$ cat config.mk
export PLATFORM = sky130hd
export DESIGN_NAME = rsg_top
export DESIGN_NICKNAME = d
export VERILOG_FILES = /design/src/design/rsg_pkg.sv /design/src/design/rsg_gain_if.sv /design/src/design/rsg_top.sv /design/src/design/rsg_gain_sum.sv
export VERILOG_INCLUDE_DIRS = /design/src /design/src/design
export SDC_FILE = /design/constraint.sdc
export NUM_CORES = 1
export LEC_CHECK = 0
export ABC_AREA = 1
export BUFFER_PORTS_ARGS = -buffer_cell sky130_fd_sc_hd__buf_2
export CAP_MARGIN = 20
export CELL_PAD_IN_SITES_DETAIL_PLACEMENT = 1
export CELL_PAD_IN_SITES_GLOBAL_PLACEMENT = 1
export CORE_MARGIN = 3
export CORE_UTILIZATION = 40
export CTS_BUF_LIST = sky130_fd_sc_hd__clkbuf_4 sky130_fd_sc_hd__clkbuf_8 sky130_fd_sc_hd__clkbuf_16
export CTS_CLUSTER_DIAMETER = 30
export DETAILED_ROUTE_END_ITERATION = 16
export PLACE_DENSITY_LB_ADDON = 0.1
export SLEW_MARGIN = 15
export SYNTH_ARGS = -nofsm -noshare
export SYNTH_HDL_FRONTEND = slang
export SYNTH_SLANG_ARGS = --single-unit
$ cat constraint.sdc
create_clock -name sys_clk -period 2.7 [get_ports sys_clk]
set_input_delay 0.405 -clock sys_clk [delete_from_list [all_inputs] [get_ports sys_clk]]
set_output_delay 0.405 -clock sys_clk [all_outputs]
set_load 0.01 [all_outputs]
$ cat src/design/rsg_consts.svh
// constants of the receiver signal-strength and gain-reduction status block
`ifndef RSG_CONSTS_SVH
`define RSG_CONSTS_SVH

// ===========================================================================
// widths
`define RSG_ADDR_W 8
`define RSG_DATA_W 8
`define RSG_CODE_W 4
`define RSG_THERMO_W 14
`define RSG_SYNC_STAGES 3
`define RSG_CHANNELS 2
`define RSG_SUM_W 6

// ===========================================================================
// channel index; the index times the code width is the nibble position
`define RSG_CH_PM 0
`define RSG_CH_AM 1

// ===========================================================================
// register offsets and reset values
`define RSG_OFS_PEAK_STRENGTH 8'h2C
`define RSG_OFS_GAIN_CUT 8'h2D
`define RSG_PEAK_STRENGTH_RST 8'h00
`define RSG_GAIN_CUT_RST 8'h00
`define RSG_UNMAPPED_DATA 8'h00
`define RSG_CODE_ZERO 4'h0
`define RSG_CODE_MAX 4'hF

// ===========================================================================
// field positions
`define RSG_AM_STRENGTH_BIT3 7
`define RSG_AM_STRENGTH_BIT0 4
`define RSG_PM_STRENGTH_BIT3 3
`define RSG_PM_STRENGTH_BIT0 0
`define RSG_AM_GAIN_CUT_BIT3 7
`define RSG_AM_GAIN_CUT_BIT0 4
`define RSG_PM_GAIN_CUT_BIT3 3
`define RSG_PM_GAIN_CUT_BIT0 0

`endif

$ cat src/design/rsg_pkg.sv
// types of the receiver signal-strength and gain-reduction status block
`include "rsg_consts.svh"

package rsg_pkg;

  // ===========================================================================
  // basic types
  typedef logic [`RSG_CODE_W-1:0] rsg_code_t;
  typedef logic [`RSG_THERMO_W-1:0] rsg_thermo_t;

  // ===========================================================================
  // whole state of the top module
  typedef struct packed {
    rsg_thermo_t [`RSG_CHANNELS-1:0][`RSG_SYNC_STAGES-1:0] sync;
    rsg_thermo_t [`RSG_CHANNELS-1:0] level;
    rsg_code_t [`RSG_CHANNELS-1:0] peak;
    rsg_code_t [`RSG_CHANNELS-1:0] gain;
    logic [`RSG_DATA_W-1:0] rdata;
    rsg_code_t sel;
  } rsg_state_t;

endpackage : rsg_pkg

$ cat src/design/rsg_gain_if.sv
// carrier between the top and the per-channel gain adder
`timescale 1ns/100ps
`default_nettype none

interface rsg_gain_if;
  rsg_pkg::rsg_code_t cfg;
  rsg_pkg::rsg_code_t squelch;
  rsg_pkg::rsg_code_t agc;
  rsg_pkg::rsg_code_t total;

  modport src (output cfg, output squelch, output agc, input total);
  modport adder (input cfg, input squelch, input agc, output total);
endinterface : rsg_gain_if

`default_nettype wire

$ cat src/design/rsg_top.sv
// receiver peak signal-strength and gain-reduction status registers
//
// Contract
// - AM peak strength code in bits 7..4
// - PM peak strength code in bits 3..0
// - peaks clear at message start, clear command
// - monotonic code, 0 at or below floor
// - both registers zero at reset, set-default
// - channel select picks internally used peak
// - AM second-stage gain cut in bits 7..4
// - PM second-stage gain cut in bits 3..0
// - gain cut sums config, squelch and agc
`timescale 1ns/100ps
`default_nettype none
`include "rsg_consts.svh"

module rsg_top
(
  input wire logic sys_clk,
  input wire logic rst,
  // register port
  input wire logic [`RSG_ADDR_W-1:0] reg_addr,
  input wire logic [`RSG_DATA_W-1:0] reg_wdata,
  input wire logic reg_wr,
  input wire logic reg_rd,
  output logic [`RSG_DATA_W-1:0] reg_rdata,
  // comparator ladders of the receive channels, asynchronous
  input wire logic [`RSG_THERMO_W-1:0] am_level_thermo,
  input wire logic [`RSG_THERMO_W-1:0] pm_level_thermo,
  // events from the framing and command logic
  input wire logic msg_start,
  input wire logic clear_strength_cmd,
  input wire logic set_default_cmd,
  input wire logic chan_select,
  // gain contributions, AM in the upper nibble
  input wire logic [`RSG_DATA_W-1:0] cfg_gain_cut,
  input wire logic [`RSG_DATA_W-1:0] squelch_gain_cut,
  input wire logic [`RSG_DATA_W-1:0] agc_gain_cut,
  // views for the rest of the receiver
  output logic [`RSG_DATA_W-1:0] peak_strength,
  output logic [`RSG_DATA_W-1:0] gain_cut,
  output logic [`RSG_CODE_W-1:0] sel_strength
);

  // ===========================================================================
  // state
  rsg_pkg::rsg_state_t state_q;
  rsg_pkg::rsg_state_t state_d;

  // reset images held as sized constants so their nibbles can be sliced
  localparam logic [`RSG_DATA_W-1:0] peak_rst_val = `RSG_PEAK_STRENGTH_RST;
  localparam logic [`RSG_DATA_W-1:0] gain_rst_val = `RSG_GAIN_CUT_RST;

  // per-channel combinational results
  rsg_pkg::rsg_code_t [`RSG_CHANNELS-1:0] code_now;
  rsg_pkg::rsg_code_t [`RSG_CHANNELS-1:0] gain_now;
  rsg_pkg::rsg_thermo_t [`RSG_CHANNELS-1:0] thermo_in;

  // ===========================================================================
  // helpers
  // highest tripped comparator gives the code; a bubble in the ladder
  // cannot make the code go down, so the code stays monotonic
  function automatic rsg_pkg::rsg_code_t rsg_encode(input rsg_pkg::rsg_thermo_t th);
    rsg_pkg::rsg_code_t code;
    code = `RSG_CODE_ZERO; // no comparator tripped, at or below floor
    for (int k = 0; k < `RSG_THERMO_W; k++)
    begin
      if (th[k])
      begin
        code = `RSG_CODE_W'(k + 1); // top comparator gives 14
      end
    end
    return code;
  endfunction : rsg_encode

  // true when the code beats the stored peak
  function automatic logic rsg_beats(input rsg_pkg::rsg_code_t now,
                                     input rsg_pkg::rsg_code_t held);
    logic win;
    win = (now > held);
    return win;
  endfunction : rsg_beats

  // ===========================================================================
  // channel inputs gathered by index
  assign thermo_in[`RSG_CH_AM] = am_level_thermo;
  assign thermo_in[`RSG_CH_PM] = pm_level_thermo;

  // ===========================================================================
  // per-channel encoder and gain adder
  genvar ch;
  generate
    for (ch = 0; ch < `RSG_CHANNELS; ch++)
    begin : g_chan
      rsg_gain_if gif();

      // contributions come from logic on this clock, no synchroniser
      assign gif.cfg = cfg_gain_cut[ch*`RSG_CODE_W +: `RSG_CODE_W];
      assign gif.squelch = squelch_gain_cut[ch*`RSG_CODE_W +: `RSG_CODE_W];
      assign gif.agc = agc_gain_cut[ch*`RSG_CODE_W +: `RSG_CODE_W];

      rsg_gain_sum u_sum
      (
        .gi (gif.adder)
      );

      // total of config, squelch and agc reduction
      assign gain_now[ch] = gif.total;

      // encode only the filtered ladder, never a raw stage
      assign code_now[ch] = rsg_encode(state_q.level[ch]);
    end
  endgenerate

  // ===========================================================================
  // next state
  always_comb
  begin
    state_d = state_q;

    // ladder synchroniser: stage 0 feeds stage 1 only
    for (int c = 0; c < `RSG_CHANNELS; c++)
    begin
      state_d.sync[c][0] = thermo_in[c];
      state_d.sync[c][1] = state_q.sync[c][0];
      state_d.sync[c][2] = state_q.sync[c][1];
      // take a change once the last two stages agree, so a ladder caught
      // mid-transition never produces a phantom peak
      if (state_q.sync[c][1] == state_q.sync[c][2])
      begin
        state_d.level[c] = state_q.sync[c][2];
      end
    end

    // peak tracking per channel
    for (int c = 0; c < `RSG_CHANNELS; c++)
    begin
      if (rsg_beats(code_now[c], state_q.peak[c]))
      begin
        state_d.peak[c] = code_now[c]; // AM and PM peaks
      end
    end

    // clears win over a rising sample in the same cycle; the next cycle
    // starts the new peak from the live code
    if (msg_start || clear_strength_cmd)
    begin
      state_d.peak[`RSG_CH_AM] = `RSG_CODE_ZERO;
      state_d.peak[`RSG_CH_PM] = `RSG_CODE_ZERO;
    end

    // applied gain cut follows the adders every cycle without set_default_cmd
    for (int c = 0; c < `RSG_CHANNELS; c++)
    begin
      state_d.gain[c] = gain_now[c]; // AM and PM gain cut
    end

    // restore defaults zeroes both status registers for one cycle
    if (set_default_cmd)
    begin
      state_d.peak[`RSG_CH_AM] = peak_rst_val[`RSG_AM_STRENGTH_BIT3:`RSG_AM_STRENGTH_BIT0];
      state_d.peak[`RSG_CH_PM] = peak_rst_val[`RSG_PM_STRENGTH_BIT3:`RSG_PM_STRENGTH_BIT0];
      state_d.gain[`RSG_CH_AM] = gain_rst_val[`RSG_AM_GAIN_CUT_BIT3:`RSG_AM_GAIN_CUT_BIT0];
      state_d.gain[`RSG_CH_PM] = gain_rst_val[`RSG_PM_GAIN_CUT_BIT3:`RSG_PM_GAIN_CUT_BIT0];
    end

    // internal consumers see only the selected channel's peak
    if (chan_select)
    begin
      state_d.sel = state_q.peak[`RSG_CH_PM]; // select high means PM
    end
    else
    begin
      state_d.sel = state_q.peak[`RSG_CH_AM]; // select low means AM
    end

    // read data stands for the one cycle after the strobe only
    state_d.rdata = `RSG_UNMAPPED_DATA;
    if (reg_rd)
    begin
      case (reg_addr)
        `RSG_OFS_PEAK_STRENGTH:
        begin
          state_d.rdata[`RSG_AM_STRENGTH_BIT3:`RSG_AM_STRENGTH_BIT0] = state_q.peak[`RSG_CH_AM];
          state_d.rdata[`RSG_PM_STRENGTH_BIT3:`RSG_PM_STRENGTH_BIT0] = state_q.peak[`RSG_CH_PM];
        end
        `RSG_OFS_GAIN_CUT:
        begin
          state_d.rdata[`RSG_AM_GAIN_CUT_BIT3:`RSG_AM_GAIN_CUT_BIT0] = state_q.gain[`RSG_CH_AM];
          state_d.rdata[`RSG_PM_GAIN_CUT_BIT3:`RSG_PM_GAIN_CUT_BIT0] = state_q.gain[`RSG_CH_PM];
        end
        default:
        begin
          state_d.rdata = `RSG_UNMAPPED_DATA; // unmapped reads as zero
        end
      endcase
    end

    // writes carry no effect: reg_wr and reg_wdata are deliberately
    // left out of every term above, so no write can disturb the fields
    // and a read changes nothing but the read data
  end

  // ===========================================================================
  // state register
  always_ff @(posedge sys_clk)
  begin
    if (rst)
    begin
      state_q <= '0; // all fields zero from power-up
    end
    else
    begin
      state_q <= state_d;
    end
  end

  // ===========================================================================
  // outputs, straight from the state register
  assign reg_rdata = state_q.rdata;
  assign peak_strength = {state_q.peak[`RSG_CH_AM], state_q.peak[`RSG_CH_PM]};
  assign gain_cut = {state_q.gain[`RSG_CH_AM], state_q.gain[`RSG_CH_PM]};
  assign sel_strength = state_q.sel;

  // unused write data kept visible for lint, read-only block
  logic unused_wr;
  assign unused_wr = reg_wr ^ (^reg_wdata);

endmodule : rsg_top

`default_nettype wire

$ cat src/design/rsg_gain_sum.sv
// saturating sum of the three gain-reduction contributions of one channel
`timescale 1ns/100ps
`default_nettype none
`include "rsg_consts.svh"

module rsg_gain_sum
(
  rsg_gain_if.adder gi
);

  logic [`RSG_SUM_W-1:0] raw;

  // ===========================================================================
  // combined reduction, clipped so a large squelch plus agc cannot wrap
  always_comb
  begin
    raw = {2'h0, gi.cfg} + {2'h0, gi.squelch} + {2'h0, gi.agc};
    if (raw > {2'h0, `RSG_CODE_MAX})
    begin
      gi.total = `RSG_CODE_MAX;
    end
    else
    begin
      gi.total = raw[`RSG_CODE_W-1:0];
    end
  end

endmodule : rsg_gain_sum

`default_nettype wire

==> results.tsv, run 1 <==
stage	metric	value	unit
power	total_leakage_power	3.34	nW
yosys	synth_nets	850	
layout	drive_above_1_share	0.198	
yosys	synthCells	746	
die	start_util	0.419	
yosys	ys_seq_elements	140	
timing	finalSetupTns	0	ns
routing	ant_nets	0	
yosys	synth-compound-area-share	0.110	
global_routing	track_usage	0.171	
timing	fmax	416	MHz
yosys	seq_area_frac_synth	0.471	
yosys	synth_top_family_by_area	simple AND/OR/NAND/NOR gates	
yosys	synthArstFlopShare	0	
yosys	synth-simple-area-share	0.183	
yosys	yosys.area_share.adder	0.0639	
timing	relSlewSlack	0.616	
global_routing	grt_pass1_wl	22.3	mm
layout	final_cell_mix	inv_1, dfxtp_1, nand2_1, buf_2, nor2_1	
timing	worstMarginPinSlew	0.577	ns
die	dieHeight	128	µm
layout	synthToLayoutAreaGrowth	18.1	%
global_routing	grt_overflow	0	
timing	layout_setup_ws	0.296	ns
clock_tree	clkLatencyLatePin	0.41	ns
worst_hold_path	hold_path_depth	3	
global_routing	grt_pass1_vias	4796	
worst_hold_path	hold_path_end	state_d[119]$_SDFF_PP0_	
clock_tree	cts_hold_buf	0	
yosys	syn_avg_cell_area	7.98	µm²
die	rows	43	
layout	layout_commonest_cell	inv_1	
yosys	yosys_warnings	0	
layout	final_nets	923	
worst_hold_path	hp-class	in -> reg	
clock_tree	cts_max_level	4	
die	die_area	16400	µm²
place	gp_congestion	0.781	
timing	fin_crit_sh	0.891	
die	dieWidth	128	µm
routing	drc	0	
yosys	ys_types	32	
clock_tree	tritoncts	done	
routing	drt_wl_total	13.2	mm
worst_setup_path	ff2ff_setup_slack	0.34	ns
place	portBuffers	94	
global_routing	grt_max_degree	42	
routing	dr.pass1.iters	5	
worst_setup_path	r2r_end	peak_strength[5]$_SDFFE_PP0N_	
yosys	synth_mux_area_frac	0	
global_routing	antenna_found_initial	0	
routing	drtIter0Drc	161	
layout	antenna_cells	0	
yosys	post-synth-top-area-cell	dfxtp_1	
run	drv_cap	0	
worst_setup_path	cp.arrival	2.70	ns
worst_setup_path	critical_path_class	in -> reg	
run_status	status	completed	
power	power.total	5.57	mW
yosys	netlist.area_leader.share	0.471	
clock_tree	clk_pin_slew	0.06	ns
worst_setup_path	critical_path.max_fanout	4	
worst_setup_path	critPathLaunchType	primary input	
power	ir_drop	0.000429	V
timing	skew	0.00771	ns
worst_hold_path	hp-start	am_level_thermo[7]	
clock_tree	root_buffer	clkbuf_16	
clock_tree	cts_sinks	140	
layout	nFillCells	1753	
worst_setup_path	crit_path_end_kind	flop	
timing	rsz0062_at_grt	false	
worst_setup_path	timing.rr.start	state_q[43]$_SDFFE_PP0N_	
clock_tree	cts_buffer_depth	2	
routing	vias_per_cell	4.56	
die	core	14200	µm²
routing	vias	4618	
timing	finalMaxSlewViolations	0	
yosys	yosys_most_used_dff	dfxtp_1	
worst_setup_path	ff2ff_path_depth	21	
place	post-place-ws	-0.127	ns
timing	fin_crit	2.40	ns
timing	fin_hold_ws	0.196	ns
routing	wl_per_cell	13.1	µm
yosys	synth_edf_count	0	
place	place_hpwl	10.3	mm
clock_tree	numCtsBuffers	17	
power	power_density	793	nW/µm²
timing	setup_viol	0	
yosys	synth_xor_area_frac	0.0191	
worst_setup_path	crit_required	2.99	ns
yosys	synth_area_leaders	dfxtp_1, inv_1, nand2_1	
timing	hold_viol	0	
die	ios	104	
yosys	syn_area	5950	µm²
-- power by group --
part	switching [mW]	internal, mW
logic	0.508	0.323
clock network	0.844	1.65
registers	0.0720	2.18
-- worst max-delay path by stage --
stage                     depth (start not counted)  slack (ns)                             to                startpoint
after floorplan                                  15        0.31         gain_cut[0]$_SDFF_PP0_           cfg_gain_cut[0]
after global placement                           16        0.09         gain_cut[4]$_SDFF_PP0_           cfg_gain_cut[4]
after detailed placement                         16       -0.13         gain_cut[0]$_SDFF_PP0_           cfg_gain_cut[0]
after CTS                                        16        0.28         gain_cut[0]$_SDFF_PP0_           cfg_gain_cut[0]
after global routing                             21        0.06  peak_strength[5]$_SDFFE_PP0N_  state_q[43]$_SDFFE_PP0N_
final                                            16        0.30         gain_cut[0]$_SDFF_PP0_           cfg_gain_cut[0]
-- kinds of logic after synthesis --
kind of cell             Yosys count
flip-flops                       140
AO/OA/AOI/OAI                    112
adder cells (fa/ha/maj)           28
buffers and inverters            206
XOR/XNOR                          13
AND/OR/NAND/NOR                  247
-- layout make-up --
class,instances,area [µm²],share of cell area
Sequential cell,140,2800,0.399
Clock inverter,13,198,0.0281
Timing Repair Buffer,99,508,0.0723
Multi-Input combinational cell,400,2250,0.320
Clock buffer,19,440,0.0627
Inverter,161,604,0.0860
Tap cell,180,225,0.0321
-- synthesized netlist by cell type (3+ instances only) --
library cell	number
nand3_1	21
xnor2_1	7
xor2_1	6
o21ai_2	8
buf_4	28
o21ai_1	4
nand4_1	6
inv_1	161
o211ai_1	4
clkbuf_1	13
a31oi_1	6
nor3_1	3
or2_2	9
a21oi_2	7
buf_6	4
o21ai_0	36
dfxtp_1	140
a21oi_1	41
ha_1	24
nor2_1	92
nor4_1	3
nand2_1	103
fa_1	4
-- worst max-delay path, stage by stage --
cell     delay [ns]
buf_2          0.08
ha_1           0.15
inv_1          0.06
fa_1           0.40
xnor2_1        0.15
ha_1           0.32
nand2_1        0.09
nand2_1        0.05
a31oi_1        0.25
nand3_1        0.11
o21ai_0        0.10
inv_1          0.06
nor2_1         0.15
inv_1          0.07
o21ai_0        0.19
inv_1          0.07
-- registers in the layout (all words and copies together), names as in the netlist --
name / flops
gain_cut: 8
peak_strength: 8
reg_rdata: 8
sel_strength: 4
state_d: 56
state_q: 56
-- metrics by stage --
step | util | cell area [µm²] | instances
5_1_grt | 0.495 | 7020 | 1012
4_1_cts | 0.494 | 7020 | 1012
3_5_place_dp | 0.449 | 6380 | 980
2_1_floorplan | - | 5950 | 746
3_3_place_gp | 0.449 | 6380 | 980
6_report | 0.495 | 7020 | 1012
-- repair_timing --
item                       CTS  global route
setup endpoints to repair    0             2
setup buffers                0             0
hold endpoints to repair     0             0
gates resized for setup      0             1
-- per-layer routing --
metal / part of all wire / vias up / wire length, µm / track usage
met3: 0.049 / 14 / 646 / 0.0433
met4: 0.014 / 0 / 181 / 0.0605
met2: 0.43 / 98 / 5710 / 0.264
met5: 0 / - / 0 / 0
met1: 0.50 / 2092 / 6670 / 0.232
li1: - / 2414 / - / -
Power figures use the tool's default switching activity.
==> run 2: changes to the inputs <==
Settings changed: CTS_BUF_LIST sky130_fd_sc_hd__clkbuf_4 sky130_fd_sc_hd__clkbuf_8 sky130_fd_sc_hd__clkbuf_16 to sky130_fd_sc_hd__clkbuf_2, PLACE_DENSITY from default to 0.9, PLACE_DENSITY_LB_ADDON 0.1 to default.
==> run 2 against run 1 <==
- worst hold slack lost 0.11 ns
- sequential share of layout area increased by 0.27 points
- combinational power grew 8.1%
==> results.tsv, run 2 (synthesized netlist as in run 1, its figures left out) <==
stage	metric	value	unit
timing	relSlewSlack	0.568	
timing	fin_crit	2.33	ns
worst_setup_path	max_stage_delay	0.59	ns
worst_hold_path	hp-start	reg_rd	
die	rows	43	
power	total_leakage_power	3.32	nW
global_routing	use_met2	0.335	
place	post-place-ws	-0.0765	ns
die	ios	104	
layout	synthToLayoutAreaGrowth	17.3	%
power	power_density	647	nW/µm²
layout	nFillCells	1783	
global_routing	busiest_layer	met2	
global_routing	met1_usage	0.220	
clock_tree	cts_max_level	4	
clock_tree	root_buffer	clkbuf_2	
timing	layout_setup_ws	0.369	ns
worst_setup_path	timing.rr.start	state_q[35]$_SDFFE_PP0N_	
power	internal-power	3.08	mW
global_routing	antenna_found_initial	2	
timing	hold_viol	0	
timing	rsz0062_at_grt	false	
power	power.switching	1.43	mW
power	power.total	4.51	mW
worst_setup_path	critPathLaunchType	flop	
worst_setup_path	critical_path_class	reg -> reg	
worst_setup_path	critical_path.max_fanout	7	
global_routing	grt_pass1_vias	5229	
die	core	14200	µm²
routing	ant_nets	0	
routing	vias_per_cell	4.71	
worst_hold_path	hold_path_depth	3	
layout	drive_above_1_share	0.190	
layout	layout_commonest_cell	inv_1	
worst_hold_path	hp-class	in -> reg	
place	gp_congestion	0.765	
routing	wl_per_cell	14.0	µm
global_routing	grt_overflow	0	
power	comb_power_share	0.199	
clock_tree	numCtsBuffers	17	
die	die_area	16400	µm²
worst_setup_path	ff2ff_setup_slack	0.37	ns
clock_tree	cts_sinks	140	
timing	setup_viol	0	
power	p_sw_frac	0.317	
place	place_hpwl	10.5	mm
worst_setup_path	crit_required	3.35	ns
run	drv_cap	0	
worst_setup_path	crit_path_end_kind	flop	
timing	worstMarginPinSlew	0.642	ns
clock_tree	clkLatencyLatePin	0.69	ns
clock_tree	cts_buffer_depth	2	
worst_setup_path	r2r_end	peak_strength[3]$_SDFFE_PP0N_	
routing	drc	0	
global_routing	grt_max_degree	51	
worst_setup_path	ff2ff_path_depth	10	
die	dieWidth	128	µm
timing	fmax	429	MHz
place	portBuffers	94	
worst_setup_path	startpoint	state_q[35]$_SDFFE_PP0N_	
layout	final_cell_mix	inv_1, dfxtp_1, nand2_1, buf_2, nor2_1	
worst_setup_path	cpMaxStageDelayCell	nor4_1	
power	ir_drop	0.000290	V
timing	fin_crit_sh	0.863	
layout	final_nets	955	
global_routing	track_usage	0.188	
clock_tree	tritoncts	done	
die	start_util	0.419	
die	dieHeight	128	µm
layout	seq_area	2800	µm²
routing	vias	4913	
clock_tree	clk_pin_slew	0.23	ns
timing	finalMaxSlewViolations	0	
worst_setup_path	cp_common_cell	nand2_1	
worst_setup_path	crit_chain	nor4_1 > o41ai_1 > nand2_1 > ha_1 > nand2_1 > inv_1 > a32oi_1 > buf_4 > o21ai_0 > a31oi_1	
power	p_seq_frac	0.500	
routing	dr.pass1.iters	5	
run_status	status	completed	
worst_setup_path	cp.arrival	2.98	ns
timing	skew	0.0403	ns
routing	drt_wl_total	14.7	mm
worst_hold_path	hold_path_end	reg_rdata[2]$_SDFF_PP0_	
power	clock_power_share	0.301	
layout	multi_input_area	2250	µm²
global_routing	grt_util_met3	0.0450	
global_routing	grt_pass1_wl	24.6	mm
routing	drtIter0Drc	277	
-- run 2: changes by cell type in the layout (fill, tap and decap cells not counted) --
cell           delta
diode_2           +1
dlygate4sd3_1    +32
clkinv_4          +1
bufinv_16         -2
inv_6             +6
clkinv_2          -4
clkinvlp_4        -1
clkbuf_2         +17
inv_8             +1
clkbuf_4          -2
clkbuf_16        -17
-- run 2: through the flow --
stage | cell area (µm²) | std cells | hold slack (ns) | TNS [ns] | utilization
after CTS | 6970 | 1043 | 0.00431 | 0 | 0.490
after detailed placement | 6380 | 980 | 0.397 | -0.114 | 0.449
after global placement | 6380 | 980 | 0.390 | 0 | 0.449
after global routing | 6980 | 1044 | 0.0522 | 0 | 0.491
final | 6980 | 1044 | 0.0852 | 0 | 0.491
after floorplan | 5950 | 746 | 0.388 | 0 | -
-- run 2: power by group through the flow --
stage               sequential (mW)  clock, mW  combinational, mW
floorplan                      2.26          0              0.631
global placement               2.29          0              0.793
detailed placement             2.29          0              0.838
CTS                            2.25       1.39              0.882
global route                   2.27       1.47               1.05
finish                         2.25       1.36              0.898
-- run 2: how the worst max path moves through the flow --
stage | endpoint
after CTS | peak_strength[5]$_SDFFE_PP0N_
final | peak_strength[3]$_SDFFE_PP0N_
after floorplan | gain_cut[0]$_SDFF_PP0_
after global placement | gain_cut[0]$_SDFF_PP0_
after detailed placement | gain_cut[1]$_SDFF_PP0_
after global routing | peak_strength[5]$_SDFFE_PP0N_
-- run 2: routing by layer --
layer  up-vias  part of all wire
li1       2485                 -
met1      2287              0.43
met4         2             0.018
met5         -            0.0014
met2       112              0.49
met3        27             0.052
-- run 2: area by class of cell --
type / instances / share of cell area
antenna: 1 / 0.000359
clock buffer: 17 / 0.0122
clock inverter: 14 / 0.0262
inverter: 161 / 0.0866
multi-input combinational: 400 / 0.322
sequential: 140 / 0.402
tap: 180 / 0.0323
timing repair buffer: 131 / 0.119
-- run 2: critical path: cells and delay by family, from the launching register on --
kind / cells / cell delay [ns]
adders and majority gates: 1 / 0.22
AOI/OAI and AO/OA: 4 / 0.72
and+or+nand+nor: 3 / 0.76
DFF: 1 / 0.36
buffers and inverters: 2 / 0.24
-- run 2: timing repair --
item	in CTS	in global routing
buffers inserted	0	0
resized for setup	0	1
hold buffers	32	0
endpoints found under the setup margin	0	1
hold endpoints to repair	40	0
